**config.mk**
```make
export PLATFORM = sky130hd
export DESIGN_NAME = bbc_top
export DESIGN_NICKNAME = d
export VERILOG_FILES = /design/src/shared/bbc_pkg.sv /design/src/shared/bbc_tmr_if.sv /design/src/rtl/bbc_top.sv /design/src/rtl/bbc_debounce.sv
export SDC_FILE = /design/constraint.sdc
export NUM_CORES = 1
export LEC_CHECK = 0
export BUFFER_PORTS_ARGS = -buffer_cell sky130_fd_sc_hd__buf_4
export CORE_MARGIN = 4
export CORE_UTILIZATION = 43
export DETAILED_ROUTE_END_ITERATION = 10
export GPL_TIMING_DRIVEN = 0
export PLACE_DENSITY_LB_ADDON = 0.05
export SYNTH_ARGS = -nofsm -noshare
export SYNTH_HDL_FRONTEND = slang
export SYNTH_SLANG_ARGS = --single-unit
```
**constraint.sdc**
```tcl
create_clock -name clk -period 5.5 [get_ports clk]
set_input_delay 0.55 -clock clk [delete_from_list [all_inputs] [get_ports clk]]
set_output_delay 0.55 -clock clk [all_outputs]
set_load 0.05 [all_outputs]
```
**src/shared/bbc_pkg.sv**
```systemverilog
// Shared constants, register map and types of the buck-boost mode and protection controller
package bbc_pkg;

  // ==========================================================
  // Clock and timebase
  localparam int CLK_NS     = 25;
  localparam int TICK_NS    = 1000;
  localparam int TICK_CYC   = TICK_NS / CLK_NS;
  localparam int TICK_W     = $clog2(TICK_CYC);
  localparam int TMR_W      = 21;

  // ==========================================================
  // Protection and sequencing times, in microseconds except the low-side minimum in ns
  localparam int ADP_OV_SET_US   = 10;
  localparam int ADP_OV_CLR_US   = 100;
  localparam int SYS_OV_SET_US   = 100;
  localparam int SYS_OV_CLR_US   = 100;
  localparam int WOC_WIN_US      = 10;
  localparam int WOC_TRIP_LIMIT  = 7;
  localparam int STRAP_SETTLE_US = 100;
  localparam int STRAP_W         = 7;
  localparam int MIN_LS_NS       = 200;
  localparam int MIN_LS_CYC      = (MIN_LS_NS + CLK_NS - 1) / CLK_NS;
  localparam int LS_W            = 8;

  // ==========================================================
  // Register addresses
  localparam logic [7:0] ADDR_FWD_SP = 8'h15;
  localparam logic [7:0] ADDR_RVS_SP = 8'h49;
  localparam logic [7:0] ADDR_CTL1   = 8'h3C;
  localparam logic [7:0] ADDR_CTL2   = 8'h3D;
  localparam logic [7:0] ADDR_STATUS = 8'h3E;

  // First control register fields
  localparam int C1_FORCE504 = 0;
  localparam int C1_FASTREF  = 3;
  localparam int C1_BYPASS   = 4;
  localparam int C1_FREQ_LO  = 7;
  localparam int C1_FREQ_HI  = 9;
  localparam int C1_RVS      = 11;
  localparam int C1_SKIPAZ   = 12;
  localparam int C1_SKIPTRIM = 13;
  // Second control register fields
  localparam int C2_WOCDIS   = 1;
  localparam int C2_FWDFAST  = 3;
  localparam int C2_RVSFAST  = 4;
  localparam int C2_FWDEN    = 6;
  localparam int C2_WOCLONG  = 12;
  localparam int C2_RVSLONG  = 13;

  // Setpoint field sits in bits 14..3, 12 mV per code
  localparam int SP_LSB = 3;
  localparam int SP_MSB = 14;
  localparam logic [11:0] SP_5V004  = 12'h1A1;
  localparam logic [11:0] SP_9V000  = 12'h2EE;
  localparam logic [11:0] SP_12V000 = 12'h3E8;
  localparam logic [11:0] SP_16V008 = 12'h536;
  localparam logic [11:0] SP_20V004 = 12'h683;
  localparam logic [11:0] SP_5V040  = 12'h1A4;
  localparam logic [11:0] SP_MAX    = 12'h683;
  localparam logic [15:0] CTL_RESET = 16'h0000;

  // Strap voltage boundaries in mV, strap current times resistance
  localparam logic [11:0] STRAP_T1 = 12'h140;
  localparam logic [11:0] STRAP_T2 = 12'h302;
  localparam logic [11:0] STRAP_T3 = 12'h578;
  localparam logic [11:0] STRAP_T4 = 12'h8D4;

  // Host scales current commands by this when sense resistors differ
  localparam int CUR_MA_PER_LSB = 4;

  // ==========================================================
  // Synchronised pin indices
  localparam int PIN_FWD_EN  = 0;
  localparam int PIN_RVS_EN  = 1;
  localparam int PIN_BIAS    = 2;
  localparam int PIN_ADP_OK  = 3;
  localparam int PIN_SYS_OK  = 4;
  localparam int PIN_AOV_HI  = 5;
  localparam int PIN_AOV_LO  = 6;
  localparam int PIN_SOV_HI  = 7;
  localparam int PIN_SOV_LO  = 8;
  localparam int PIN_FWD_RNG = 9;
  localparam int PIN_RVS_RNG = 10;
  localparam int PIN_RVS_SAFE = 11;
  localparam int PIN_BYP_WIN = 12;
  localparam int PIN_WOC     = 13;
  localparam int N_PIN       = 14;

  // Timer slots
  localparam int T_RVSPIN = 0;
  localparam int T_AOVSET = 1;
  localparam int T_AOVCLR = 2;
  localparam int T_SOVSET = 3;
  localparam int T_SOVCLR = 4;
  localparam int T_RETRY  = 5;
  localparam int N_TMR    = 6;

  typedef enum logic [2:0] {
    SEQ_POR   = 3'b000,
    SEQ_STRAP = 3'b001,
    SEQ_IDLE  = 3'b010,
    SEQ_FWD   = 3'b011,
    SEQ_RVS   = 3'b100,
    SEQ_RETRY = 3'b101
  } bbc_seq_t;

  typedef enum logic [1:0] {
    CONV_BUCK  = 2'b00,
    CONV_BOOST = 2'b01,
    CONV_BB    = 2'b10
  } bbc_conv_t;

  typedef enum logic [1:0] {
    DE_PH1_GND  = 2'b00,
    DE_PH1_VOUT = 2'b01,
    DE_PH2_GND  = 2'b10,
    DE_PH1_ADP  = 2'b11
  } bbc_de_t;

  function automatic logic [11:0] bbc_strap_decode(input logic [11:0] mv);
    if (mv < STRAP_T1) return SP_5V004;
    else if (mv < STRAP_T2) return SP_9V000;
    else if (mv < STRAP_T3) return SP_12V000;
    else if (mv < STRAP_T4) return SP_16V008;
    else return SP_20V004;
  endfunction

  function automatic bbc_de_t bbc_de_select(input logic rvs, input bbc_conv_t m);
    if (m == CONV_BUCK) return rvs ? DE_PH2_GND : DE_PH1_GND;
    else return rvs ? DE_PH1_ADP : DE_PH1_VOUT;
  endfunction

endpackage

```
**src/shared/bbc_tmr_if.sv**
```systemverilog
// Handshake between the controller and one debounce timer
`timescale 1ns/1ps
interface bbc_tmr_if
  import bbc_pkg::*;
  ();
  logic             tick;
  logic             cond;
  logic [TMR_W-1:0] limit;
  logic             done;
  modport tmr  (input tick, input cond, input limit, output done);
  modport user (output tick, output cond, output limit, input done);
endinterface

```
**src/rtl/bbc_top.sv**
```systemverilog
// Mode sequencing, setpoint registers and protection timing of the buck-boost controller
`timescale 1ns/1ps
module bbc_top
  import bbc_pkg::*;
#(
  parameter int LONG_US     = 1300000,
  parameter int SHORT_US    = 150000,
  parameter int WOC_SPAN_US = 50000
) (
  input  wire logic        clk,
  input  wire logic        rst_n,
  input  wire logic        regWr,
  input  wire logic        regRd,
  input  wire logic [7:0]  regAddr,
  input  wire logic [15:0] regWrData,
  input  wire logic [11:0] strapMv,
  input  wire bbc_conv_t   convMode,
  input  wire logic        deMode,
  input  wire logic        lowSideReq,
  input  wire logic        forwardEnablePin,
  input  wire logic        reverseEnablePin,
  input  wire logic        biasFromAdapter,
  input  wire logic        adapterAbove4v1,
  input  wire logic        systemAbove4v1,
  input  wire logic        adapterOvHigh,
  input  wire logic        adapterOvLow,
  input  wire logic        systemOvHigh,
  input  wire logic        systemOvLow,
  input  wire logic        fwdInRange,
  input  wire logic        rvsInRange,
  input  wire logic        adapterBelowRvsOv,
  input  wire logic        bypassWindow,
  input  wire logic        wocTrip,
  output logic [15:0]      regRdData,
  output logic             regRdValid,
  output logic             switchEnable,
  output logic             forwardPowerGood,
  output logic             reversePowerGood,
  output logic             strapCurrentOn,
  output logic             refCurrentOn,
  output logic             refFastPath,
  output logic             refToInput,
  output logic             passSwitchesOn,
  output bbc_de_t          deCompSel,
  output logic [2:0]       freqSel,
  output logic             lowSideGate,
  output logic             periodHold,
  output logic [11:0]      setpointCode,
  output logic             adapterOvFlag,
  output logic             systemOvFlag,
  output logic             wocShutdown
);
  // ==========================================================
  // Elaboration checks
  if (LONG_US >= 2 ** TMR_W || SHORT_US >= 2 ** TMR_W || WOC_SPAN_US >= 2 ** TMR_W) begin : g_chk_w
    $error("bbc_top: delay does not fit timer width");
  end
  if (SHORT_US < 1 || WOC_SPAN_US < 1 || MIN_LS_CYC >= 2 ** LS_W) begin : g_chk_v
    $error("bbc_top: delay out of range");
  end

  // ==========================================================
  // State
  typedef struct packed {
    logic [N_PIN-1:0]   sync1;
    logic [N_PIN-1:0]   sync2;
    logic [TICK_W-1:0]  tickCnt;
    logic               tick;
    bbc_seq_t           seq;
    logic [STRAP_W-1:0] strapCnt;
    logic [11:0]        strapDef;
    logic [15:0]        ctl1;
    logic [15:0]        ctl2;
    logic [15:0]        fwdSp;
    logic [15:0]        rvsSp;
    logic               rvsPinEn;
    logic               rvsArmed;
    logic               adpOv;
    logic               sysOv;
    logic               bypLatched;
    logic [3:0]         wocWin;
    logic               wocUsed;
    logic [2:0]         wocTrips;
    logic [TMR_W-1:0]   wocSpan;
    logic               wocShut;
    logic [LS_W-1:0]    lsCnt;
    logic               lsPrev;
    logic [15:0]        rdData;
    logic               rdValid;
    logic               swEn;
    logic               fwdPg;
    logic               reverse_power_good;
    logic               strapSrc;
    logic               refCur;
    logic               refFast;
    logic               refIn;
    logic               passOn;
    bbc_de_t            deSel;
    logic [2:0]         freq;
    logic               lsGate;
    logic               hold;
    logic [11:0]        dac;
  } bbc_state_t;

  bbc_state_t r;
  bbc_state_t next_r;

  logic [N_PIN-1:0] pinVec;
  logic [N_PIN-1:0] p;
  logic             fwdAllowed;
  logic             rvsAllowed;
  logic             running;
  logic [N_TMR-1:0] tmrCond;
  logic [N_TMR-1:0] tmrDone;
  logic [TMR_W-1:0] tmrLim [N_TMR];

  assign pinVec = {wocTrip, bypassWindow, adapterBelowRvsOv, rvsInRange, fwdInRange, systemOvLow, systemOvHigh,
                   adapterOvLow, adapterOvHigh, systemAbove4v1, adapterAbove4v1, biasFromAdapter,
                   reverseEnablePin, forwardEnablePin};
  assign p = r.sync2;

  // ==========================================================
  // Debounce timers
  for (genvar i = 0; i < N_TMR; i++) begin : g_tmr
    bbc_tmr_if ti ();
    assign ti.tick  = r.tick;
    assign ti.cond  = tmrCond[i];
    assign ti.limit = tmrLim[i];
    assign tmrDone[i] = ti.done;
    bbc_debounce u_deb (
      .clk   (clk),
      .rst_n (rst_n),
      .t     (ti.tmr)
    );
  end

  always_comb begin
    fwdAllowed = (r.ctl2[C2_FWDEN] | p[PIN_FWD_EN]) & p[PIN_BIAS] & p[PIN_ADP_OK];
    rvsAllowed = (r.ctl1[C1_RVS] | r.rvsPinEn) & p[PIN_SYS_OK];
    running    = (r.seq == SEQ_FWD) || (r.seq == SEQ_RVS);
    tmrCond[T_RVSPIN] = p[PIN_RVS_EN];
    tmrLim[T_RVSPIN]  = r.ctl2[C2_RVSLONG] ? TMR_W'(LONG_US) : TMR_W'(SHORT_US);
    tmrCond[T_AOVSET] = p[PIN_AOV_HI] & ~r.adpOv;
    tmrLim[T_AOVSET]  = TMR_W'(ADP_OV_SET_US);
    tmrCond[T_AOVCLR] = p[PIN_AOV_LO] & r.adpOv;
    tmrLim[T_AOVCLR]  = TMR_W'(ADP_OV_CLR_US);
    tmrCond[T_SOVSET] = p[PIN_SOV_HI] & ~r.sysOv & ~r.bypLatched;
    tmrLim[T_SOVSET]  = TMR_W'(SYS_OV_SET_US);
    tmrCond[T_SOVCLR] = p[PIN_SOV_LO] & r.sysOv;
    tmrLim[T_SOVCLR]  = TMR_W'(SYS_OV_CLR_US);
    tmrCond[T_RETRY]  = r.wocShut;
    tmrLim[T_RETRY]   = r.ctl2[C2_WOCLONG] ? TMR_W'(LONG_US) : TMR_W'(SHORT_US);
  end

  // ==========================================================
  // Next state
  always_comb begin
    next_r = r;
    next_r.sync1 = pinVec;
    next_r.sync2 = r.sync1;

    // One microsecond tick from a free-running count of clk
    if (r.tickCnt == TICK_W'(TICK_CYC - 1)) begin
      next_r.tickCnt = '0;
      next_r.tick    = 1'b1;
    end else begin
      next_r.tickCnt = r.tickCnt + 1'b1;
      next_r.tick    = 1'b0;
    end

    // Register writes and reads
    if (regWr) begin
      unique case (regAddr)
        ADDR_CTL1: next_r.ctl1 = regWrData;
        ADDR_CTL2: next_r.ctl2 = regWrData;
        ADDR_FWD_SP: next_r.fwdSp = regWrData;
        ADDR_RVS_SP: begin
          next_r.rvsSp = regWrData;
          if (regWrData[SP_MSB:SP_LSB] > SP_MAX) begin
            next_r.rvsSp[SP_MSB:SP_LSB] = SP_MAX;
          end
        end
        default: ;
      endcase
    end
    next_r.rdValid = regRd;
    if (regRd) begin
      unique case (regAddr)
        ADDR_CTL1: next_r.rdData = r.ctl1;
        ADDR_CTL2: next_r.rdData = r.ctl2;
        ADDR_FWD_SP: next_r.rdData = r.fwdSp;
        ADDR_RVS_SP: next_r.rdData = r.rvsSp;
        ADDR_STATUS: next_r.rdData = {5'h00, r.seq, r.wocTrips, r.wocShut, r.bypLatched,
                                      r.sysOv, r.adpOv, r.rvsArmed};
        default: next_r.rdData = 16'h0000;
      endcase
    end

    // Reverse pin: fast-swap bit skips the debounce, whether long or short
    next_r.rvsPinEn = p[PIN_RVS_EN] & (r.ctl2[C2_RVSFAST] | tmrDone[T_RVSPIN]);

    // Overvoltage flags
    if (!r.adpOv && tmrDone[T_AOVSET]) begin
      next_r.adpOv = 1'b1;
    end else if (r.adpOv && tmrDone[T_AOVCLR]) begin
      next_r.adpOv = 1'b0;
    end
    if (r.bypLatched) begin
      next_r.sysOv = 1'b0;
    end else if (!r.sysOv && tmrDone[T_SOVSET]) begin
      next_r.sysOv = 1'b1;
    end else if (r.sysOv && tmrDone[T_SOVCLR]) begin
      next_r.sysOv = 1'b0;
    end

    // Sequencer
    next_r.strapSrc = 1'b0;
    unique case (r.seq)
      SEQ_POR: begin
        // Wait one tick so the synchronisers hold real pin levels
        if (r.tick) begin
          next_r.seq = p[PIN_BIAS] ? SEQ_STRAP : SEQ_IDLE;
          // Source turns on with the state, so the pin settles for the whole phase
          next_r.strapSrc = p[PIN_BIAS];
          next_r.strapCnt = '0;
        end
      end
      SEQ_STRAP: begin
        next_r.strapSrc = 1'b1;
        if (r.tick) begin
          next_r.strapCnt = r.strapCnt + 1'b1;
        end
        if (r.strapCnt == STRAP_W'(STRAP_SETTLE_US)) begin
          next_r.strapDef = bbc_strap_decode(strapMv);
          next_r.strapSrc = 1'b0;
          next_r.seq      = SEQ_IDLE;
        end
      end
      SEQ_IDLE: begin
        if (rvsAllowed) begin
          next_r.seq      = SEQ_RVS;
          next_r.rvsArmed = 1'b0;
        end else if (fwdAllowed) begin
          next_r.seq   = SEQ_FWD;
          next_r.fwdSp = {1'b0, r.strapDef, 3'b000};
        end
      end
      SEQ_FWD: begin
        if (!fwdAllowed || rvsAllowed) begin
          next_r.seq = SEQ_IDLE;
        end
      end
      SEQ_RVS: begin
        if (p[PIN_RVS_SAFE]) begin
          next_r.rvsArmed = 1'b1;
        end
        if (!rvsAllowed) begin
          next_r.seq = SEQ_IDLE;
        end
      end
      SEQ_RETRY: begin
        if (tmrDone[T_RETRY]) begin
          next_r.wocShut = 1'b0;
          next_r.seq     = SEQ_IDLE;
        end
      end
      default: next_r.seq = SEQ_IDLE;
    endcase

    // Overcurrent: one count per window, shutdown at the trip limit
    if (!running || r.ctl2[C2_WOCDIS]) begin
      next_r.wocWin   = '0;
      next_r.wocUsed  = 1'b0;
      next_r.wocTrips = '0;
      next_r.wocSpan  = '0;
    end else begin
      if (r.wocUsed && r.tick) begin
        next_r.wocWin = r.wocWin + 1'b1;
        if (r.wocWin == 4'(WOC_WIN_US - 1)) begin
          next_r.wocWin  = '0;
          next_r.wocUsed = 1'b0;
        end
      end
      if (r.wocTrips != 3'h0 && r.tick) begin
        next_r.wocSpan = r.wocSpan + 1'b1;
        if (r.wocSpan == TMR_W'(WOC_SPAN_US - 1)) begin
          next_r.wocSpan  = '0;
          next_r.wocTrips = '0;
        end
      end
      if (p[PIN_WOC] && !r.wocUsed) begin
        next_r.wocUsed  = 1'b1;
        next_r.wocWin   = '0;
        next_r.wocTrips = r.wocTrips + 1'b1;
        if (r.wocTrips == 3'(WOC_TRIP_LIMIT - 1)) begin
          next_r.wocShut  = 1'b1;
          next_r.wocTrips = '0;
          next_r.wocSpan  = '0;
          next_r.seq      = SEQ_RETRY;
        end
      end
    end

    // Bypass latch holds until the control bit drops or the mode ends
    if (!r.ctl1[C1_BYPASS] || !running) begin
      next_r.bypLatched = 1'b0;
    end else if (p[PIN_BYP_WIN]) begin
      next_r.bypLatched = 1'b1;
    end

    // Outputs
    next_r.swEn = ((next_r.seq == SEQ_FWD && !next_r.sysOv) ||
                   (next_r.seq == SEQ_RVS && next_r.rvsArmed)) &&
                  !next_r.adpOv && !next_r.wocShut && !next_r.bypLatched;
    next_r.fwdPg = (next_r.seq == SEQ_FWD) && p[PIN_FWD_RNG] && !next_r.sysOv;
    next_r.reverse_power_good = (next_r.seq == SEQ_RVS) && next_r.rvsArmed && p[PIN_RVS_RNG];
    next_r.passOn  = next_r.bypLatched;
    next_r.refIn   = r.ctl1[C1_BYPASS] && !next_r.bypLatched;
    next_r.refCur  = running && !r.ctl1[C1_FASTREF];
    next_r.refFast = running && r.ctl1[C1_FASTREF];
    next_r.freq    = r.ctl1[C1_FREQ_HI:C1_FREQ_LO];
    next_r.deSel   = bbc_de_select(r.seq == SEQ_RVS, convMode);
    if (r.ctl1[C1_FORCE504]) begin
      next_r.dac = SP_5V040;
    end else begin
      next_r.dac = (r.seq == SEQ_RVS) ? r.rvsSp[SP_MSB:SP_LSB] : r.fwdSp[SP_MSB:SP_LSB];
    end

    // Minimum low-side on-time; the stretch also holds the next period off
    next_r.lsPrev = lowSideReq;
    if (lowSideReq && !r.lsPrev) begin
      next_r.lsCnt = LS_W'(MIN_LS_CYC);
    end else if (r.lsCnt != '0) begin
      next_r.lsCnt = r.lsCnt - 1'b1;
    end
    next_r.lsGate = lowSideReq || (deMode && (next_r.lsCnt != '0));
    next_r.hold   = deMode && !lowSideReq && (next_r.lsCnt != '0);
  end

  always_ff @(posedge clk) begin
    if (!rst_n) begin
      r          <= '0;
      r.seq      <= SEQ_POR;
      r.ctl1     <= CTL_RESET;
      r.ctl2     <= CTL_RESET;
      r.strapDef <= SP_5V004;
      r.fwdSp    <= {1'b0, SP_5V004, 3'b000};
      r.rvsSp    <= {1'b0, SP_5V004, 3'b000};
      r.dac      <= SP_5V004;
    end else begin
      r <= next_r;
    end
  end

  assign regRdData        = r.rdData;
  assign regRdValid       = r.rdValid;
  assign switchEnable     = r.swEn;
  assign forwardPowerGood = r.fwdPg;
  assign reversePowerGood = r.reverse_power_good;
  assign strapCurrentOn   = r.strapSrc;
  assign refCurrentOn     = r.refCur;
  assign refFastPath      = r.refFast;
  assign refToInput       = r.refIn;
  assign passSwitchesOn   = r.passOn;
  assign deCompSel        = r.deSel;
  assign freqSel          = r.freq;
  assign lowSideGate      = r.lsGate;
  assign periodHold       = r.hold;
  assign setpointCode     = r.dac;
  assign adapterOvFlag    = r.adpOv;
  assign systemOvFlag     = r.sysOv;
  assign wocShutdown      = r.wocShut;
endmodule

```
**src/rtl/bbc_debounce.sv**
```systemverilog
// Debounce timer counting timebase ticks while its condition holds
`timescale 1ns/1ps
module bbc_debounce
  import bbc_pkg::*;
(
  input wire logic clk,
  input wire logic rst_n,
  bbc_tmr_if.tmr   t
);
  // ==========================================================
  // State
  typedef struct packed {
    logic [TMR_W-1:0] cnt;
    logic             done;
  } bbc_deb_t;

  bbc_deb_t s;
  bbc_deb_t next_s;

  always_comb begin
    next_s = s;
    // Dropping the condition clears the count, so glitches never add up
    if (!t.cond) begin
      next_s = '0;
    end else begin
      if (t.tick && (s.cnt < t.limit)) begin
        next_s.cnt = s.cnt + 1'b1;
      end
      next_s.done = (next_s.cnt >= t.limit);
    end
  end

  always_ff @(posedge clk) begin
    if (!rst_n) begin
      s <= '0;
    end else begin
      s <= next_s;
    end
  end

  assign t.done = s.done;
endmodule

```
==> results.json <==
{
  "outcome": "finished, final reports clean",
  "synth_edf_count": 0,
  "postSynthAreaPerCell_um2": 8.562,
  "cap_violations": 0,
  "cts.sinks": 338,
  "num_vias": 12480,
  "final_nets": 2000,
  "initialDrtViolationCount": 635,
  "skew_ps": 14.28,
  "clockRootBuffer": "clkbuf_16",
  "ant_nets": 0,
  "synth_nets": 1855,
  "fmax_mhz": 200.3,
  "place_congestion": 0.8860,
  "htreeDepth": 2,
  "reg2reg_to": "g_tmr[0].u_deb.t.done$_SDFF_PN0_",
  "synthCells": 1743,
  "io_buffers": 101,
  "max_slew_margin_pct": 35.86,
  "final.setup.tns_ps": 0,
  "wl_per_cell_um": 16.69,
  "rsz0062_at_grt": "false",
  "worstHoldPathType": "in -> reg",
  "die_area_um2": 37750,
  "yosysWarnings": 0,
  "initial_core_util_pct": 44.06,
  "dp_worst_setup_slack_ps": 364.7,
  "tritoncts": "done",
  "grt_pass1_vias": 11820,
  "seq_area_frac_synth_pct": 45.34,
  "setup_viol": 0,
  "via_per_inst": 5.279,
  "min_period_ps": 4993,
  "hold_buffers": 0,
  "max-clock-path-buffers": 3,
  "worstHoldEndpoint": "periodHold$_SDFF_PN0_",
  "dpl.hpwl_um": 28750,
  "synth_area_um2": 14920,
  "reg2reg_from": "r[133]$_SDFFE_PN0P_",
  "ys_types": 72,
  "dpl-instance-area_um2": 16240,
  "yosys_most_used_dff": "dfxtp_1",
  "grt_overflow_total": 0,
  "fin_crit_sh_pct": 90.78,
  "row_count": 67,
  "hold_depth": 2,
  "drive_gt1_share_pct": 11.74,
  "fp.dieW_um": 194.3,
  "cts.clk_slew.worst_paths_ps": 60,
  "drtPass1Iterations": 5,
  "crit_path_end_kind": "register",
  "hold_viol_final": 0,
  "r2r_slack_ps": 510,
  "crit_fanout": 12,
  "syn2layout_area_growth_pct": 18.13,
  "clk_latency_ps": 540,
  "io_pins": 105,
  "drc": 0,
  "antenna_found_initial": 1,
  "hp-start": "lowSideReq",
  "setup_ws_ps": 507.0,
  "grt.total_usage_pct": 20.21,
  "r2r_cells": 18,
  "num_antenna_cells": 0,
  "drt-total-wl_um": 39480,
  "peakVddDrop_mv": 0.2610,
  "worstPathArrival_ps": 5470,
  "power_density_nw_per_um2": 321.5,
  "worstMarginPinSlew_ps": 962.1,
  "synthArstFlopShare_pct": 0,
  "criticalPathCategory": "reg -> reg",
  "worstSetupStartpointType": "register",
  "synth_seq_cells": 338,
  "final_cell_area_um2": 17630,
  "grt_max_degree": 14,
  "die_h_um": 194.3,
  "required_ps": 5980,
  "grt_pass1_wl_um": 62900,
  "fillCellCount": 3277,
  "report.final.slew_viol_count": 0,
  "design.core.area_um2": 33870,
  "p_leak_nw": 6.735,
  "cts_buffers": 39
}
power by group:
part	switching (W)	internal (W)	total (W)
registers	0.0000449	0.00250	0.00254
clock network	0.00102	0.00168	0.00271
logic	0.000251	0.000170	0.000421
total	0.00132	0.00435	0.00567
stage by stage:
stage | hold slack [ps] | utilization, % | std cells | power [W]
global placement | 417.2 | 47.96 | 2292 | 0.003010
CTS | 186.5 | 51.97 | 2362 | 0.005736
floorplan | 411.4 | - | 1743 | 0.002877
detailed placement | 422.5 | 47.96 | 2292 | 0.003014
finish | 211.1 | 52.05 | 2365 | 0.005667
global route | 198.2 | 52.05 | 2365 | 0.005888
metal layers:
| metal | share of wire, % | GRT usage (%) | wire [um] | up-vias |
|---|---|---|---|---|
| met1 | 47 | 27.54 | 18450 | 5871 |
| met2 | 46 | 33.29 | 18120 | 260 |
| met3 | 4.9 | 3.497 | 1942 | 70 |
| met5 | 0.033 | 0 | 13 | - |
| met4 | 2.4 | 5.625 | 962 | 2 |
| li1 | - | - | - | 6281 |
kinds of logic (layout without fill, tap and decap cells):
group	count (synthesis)	count (layout)	synth area share, %
simple gates	835	835	27.51
xor+xnor	94	94	5.517
fa+ha+maj	54	54	4.528
compound gates	268	268	11.39
flops	338	338	45.34
buf+inv	131	305	4.150
mux	23	23	1.559
critical path, cell delays in order, from the launching register on:
cell and delay, ps:
dfxtp_1 760, clkinvlp_4 180, buf_4 190, ha_1 330
a2111o_1 450, o21a_4 240, nor3_2 220, buf_2 270
and3_1 270, and3_1 190, xor2_1 90, ha_1 280
nand3_1 130, nor3_1 320, nand3_1 130, nor4_1 170
o22ai_1 130, a2111oi_0 380, or4_1 180
area by class of cell:
cell class | instances | area, um^2 | area share (%)
plain buffers | 102 | 510.5 | 2.896
clock buffers | 56 | 1141 | 6.473
clock inverters | 14 | 219.0 | 1.242
inverters | 29 | 112.6 | 0.6388
multi-input cells | 1274 | 7537 | 42.76
flip-flops and latches | 338 | 6766 | 38.38
well taps | 448 | 560.5 | 3.180
repair buffers | 104 | 780.7 | 4.429
state kept, by name (all words and copies together), names as in the netlist, 2 cells and up:
register	count
regRdData	16
freqSel	3
next_r	17
r	127
p	14
setpointCode	12
g_tmr.u_deb.s	126
deCompSel	2
g_tmr.u_deb.t.done	6
synthesized netlist by cell type, drive strengths merged, types with 4 or more instances:
cell type  number  area share, %
o31ai           4           0.20
or3             9           0.38
a311oi          6           0.35
buf            37            1.8
nand2         255            6.4
nand2b          8           0.34
and4            5           0.31
and3           24            1.0
a41oi          12           0.70
a21oi          98            3.3
o211ai          6           0.30
nor3b           7           0.35
and2          119            5.0
nand3b          5           0.25
nor3           30            1.1
a211oi          8           0.40
xor2           52            3.1
or2             4           0.17
o21ai          61            2.0
a22oi          15           0.75
nor4           30            1.4
o311ai          6           0.35
a31oi           8           0.34
nor4b           4           0.28
ha             54            4.5
nor2b          26            1.1
nand4          38            1.6
nand3          78            2.6
clkbuf         65            1.6
o21a            5           0.30
dfxtp         338             45
nor2          184            4.7
a21o            8           0.40
mux2i          21            1.4
inv            29           0.73
xnor2          42            2.5
o22ai           4           0.17
worst max-delay path by stage:
stage,startpoint,to,slack [ps]
floorplan,r[133]$_SDFFE_PN0P_,g_tmr[0].u_deb.t.done$_SDFF_PN0_,1370
global placement,r[133]$_SDFFE_PN0P_,g_tmr[0].u_deb.t.done$_SDFF_PN0_,380
detailed placement,r[133]$_SDFFE_PN0P_,g_tmr[0].u_deb.t.done$_SDFF_PN0_,360
CTS,r[133]$_SDFFE_PN0P_,g_tmr[0].u_deb.t.done$_SDFF_PN0_,340
global route,r[133]$_SDFFE_PN0P_,g_tmr[0].u_deb.t.done$_SDFF_PN0_,190
finish,r[133]$_SDFFE_PN0P_,g_tmr[0].u_deb.t.done$_SDFF_PN0_,510
cells in the final DEF, fill, tap and decap left out, types with 21 or more instances in the layout:
cell type / Yosys / final
mux2i_1: 21 / 21
xnor2_1: 42 / 42
inv_1: 28 / 27
buf_4: 33 / 137
and2_1: 116 / 116
xor2_1: 52 / 52
clkbuf_16: 0 / 40
nor2_1: 183 / 183
nand2_1: 255 / 255
clkbuf_1: 65 / 73
o21ai_0: 60 / 60
a21oi_1: 98 / 98
dfxtp_1: 338 / 338
nor2b_1: 26 / 26
ha_1: 54 / 54
and3_1: 24 / 24
nor3_1: 27 / 27
nor4_1: 28 / 28
nand4_1: 38 / 38
nand3_1: 78 / 78
repair_timing:
item | 4_1_cts | 5_1_grt
gates resized for setup | 0 | 1
endpoints found under the setup margin | 0 | 1
buffers inserted | 0 | 3
No activity file was read; power rests on OpenSTA's default activity.
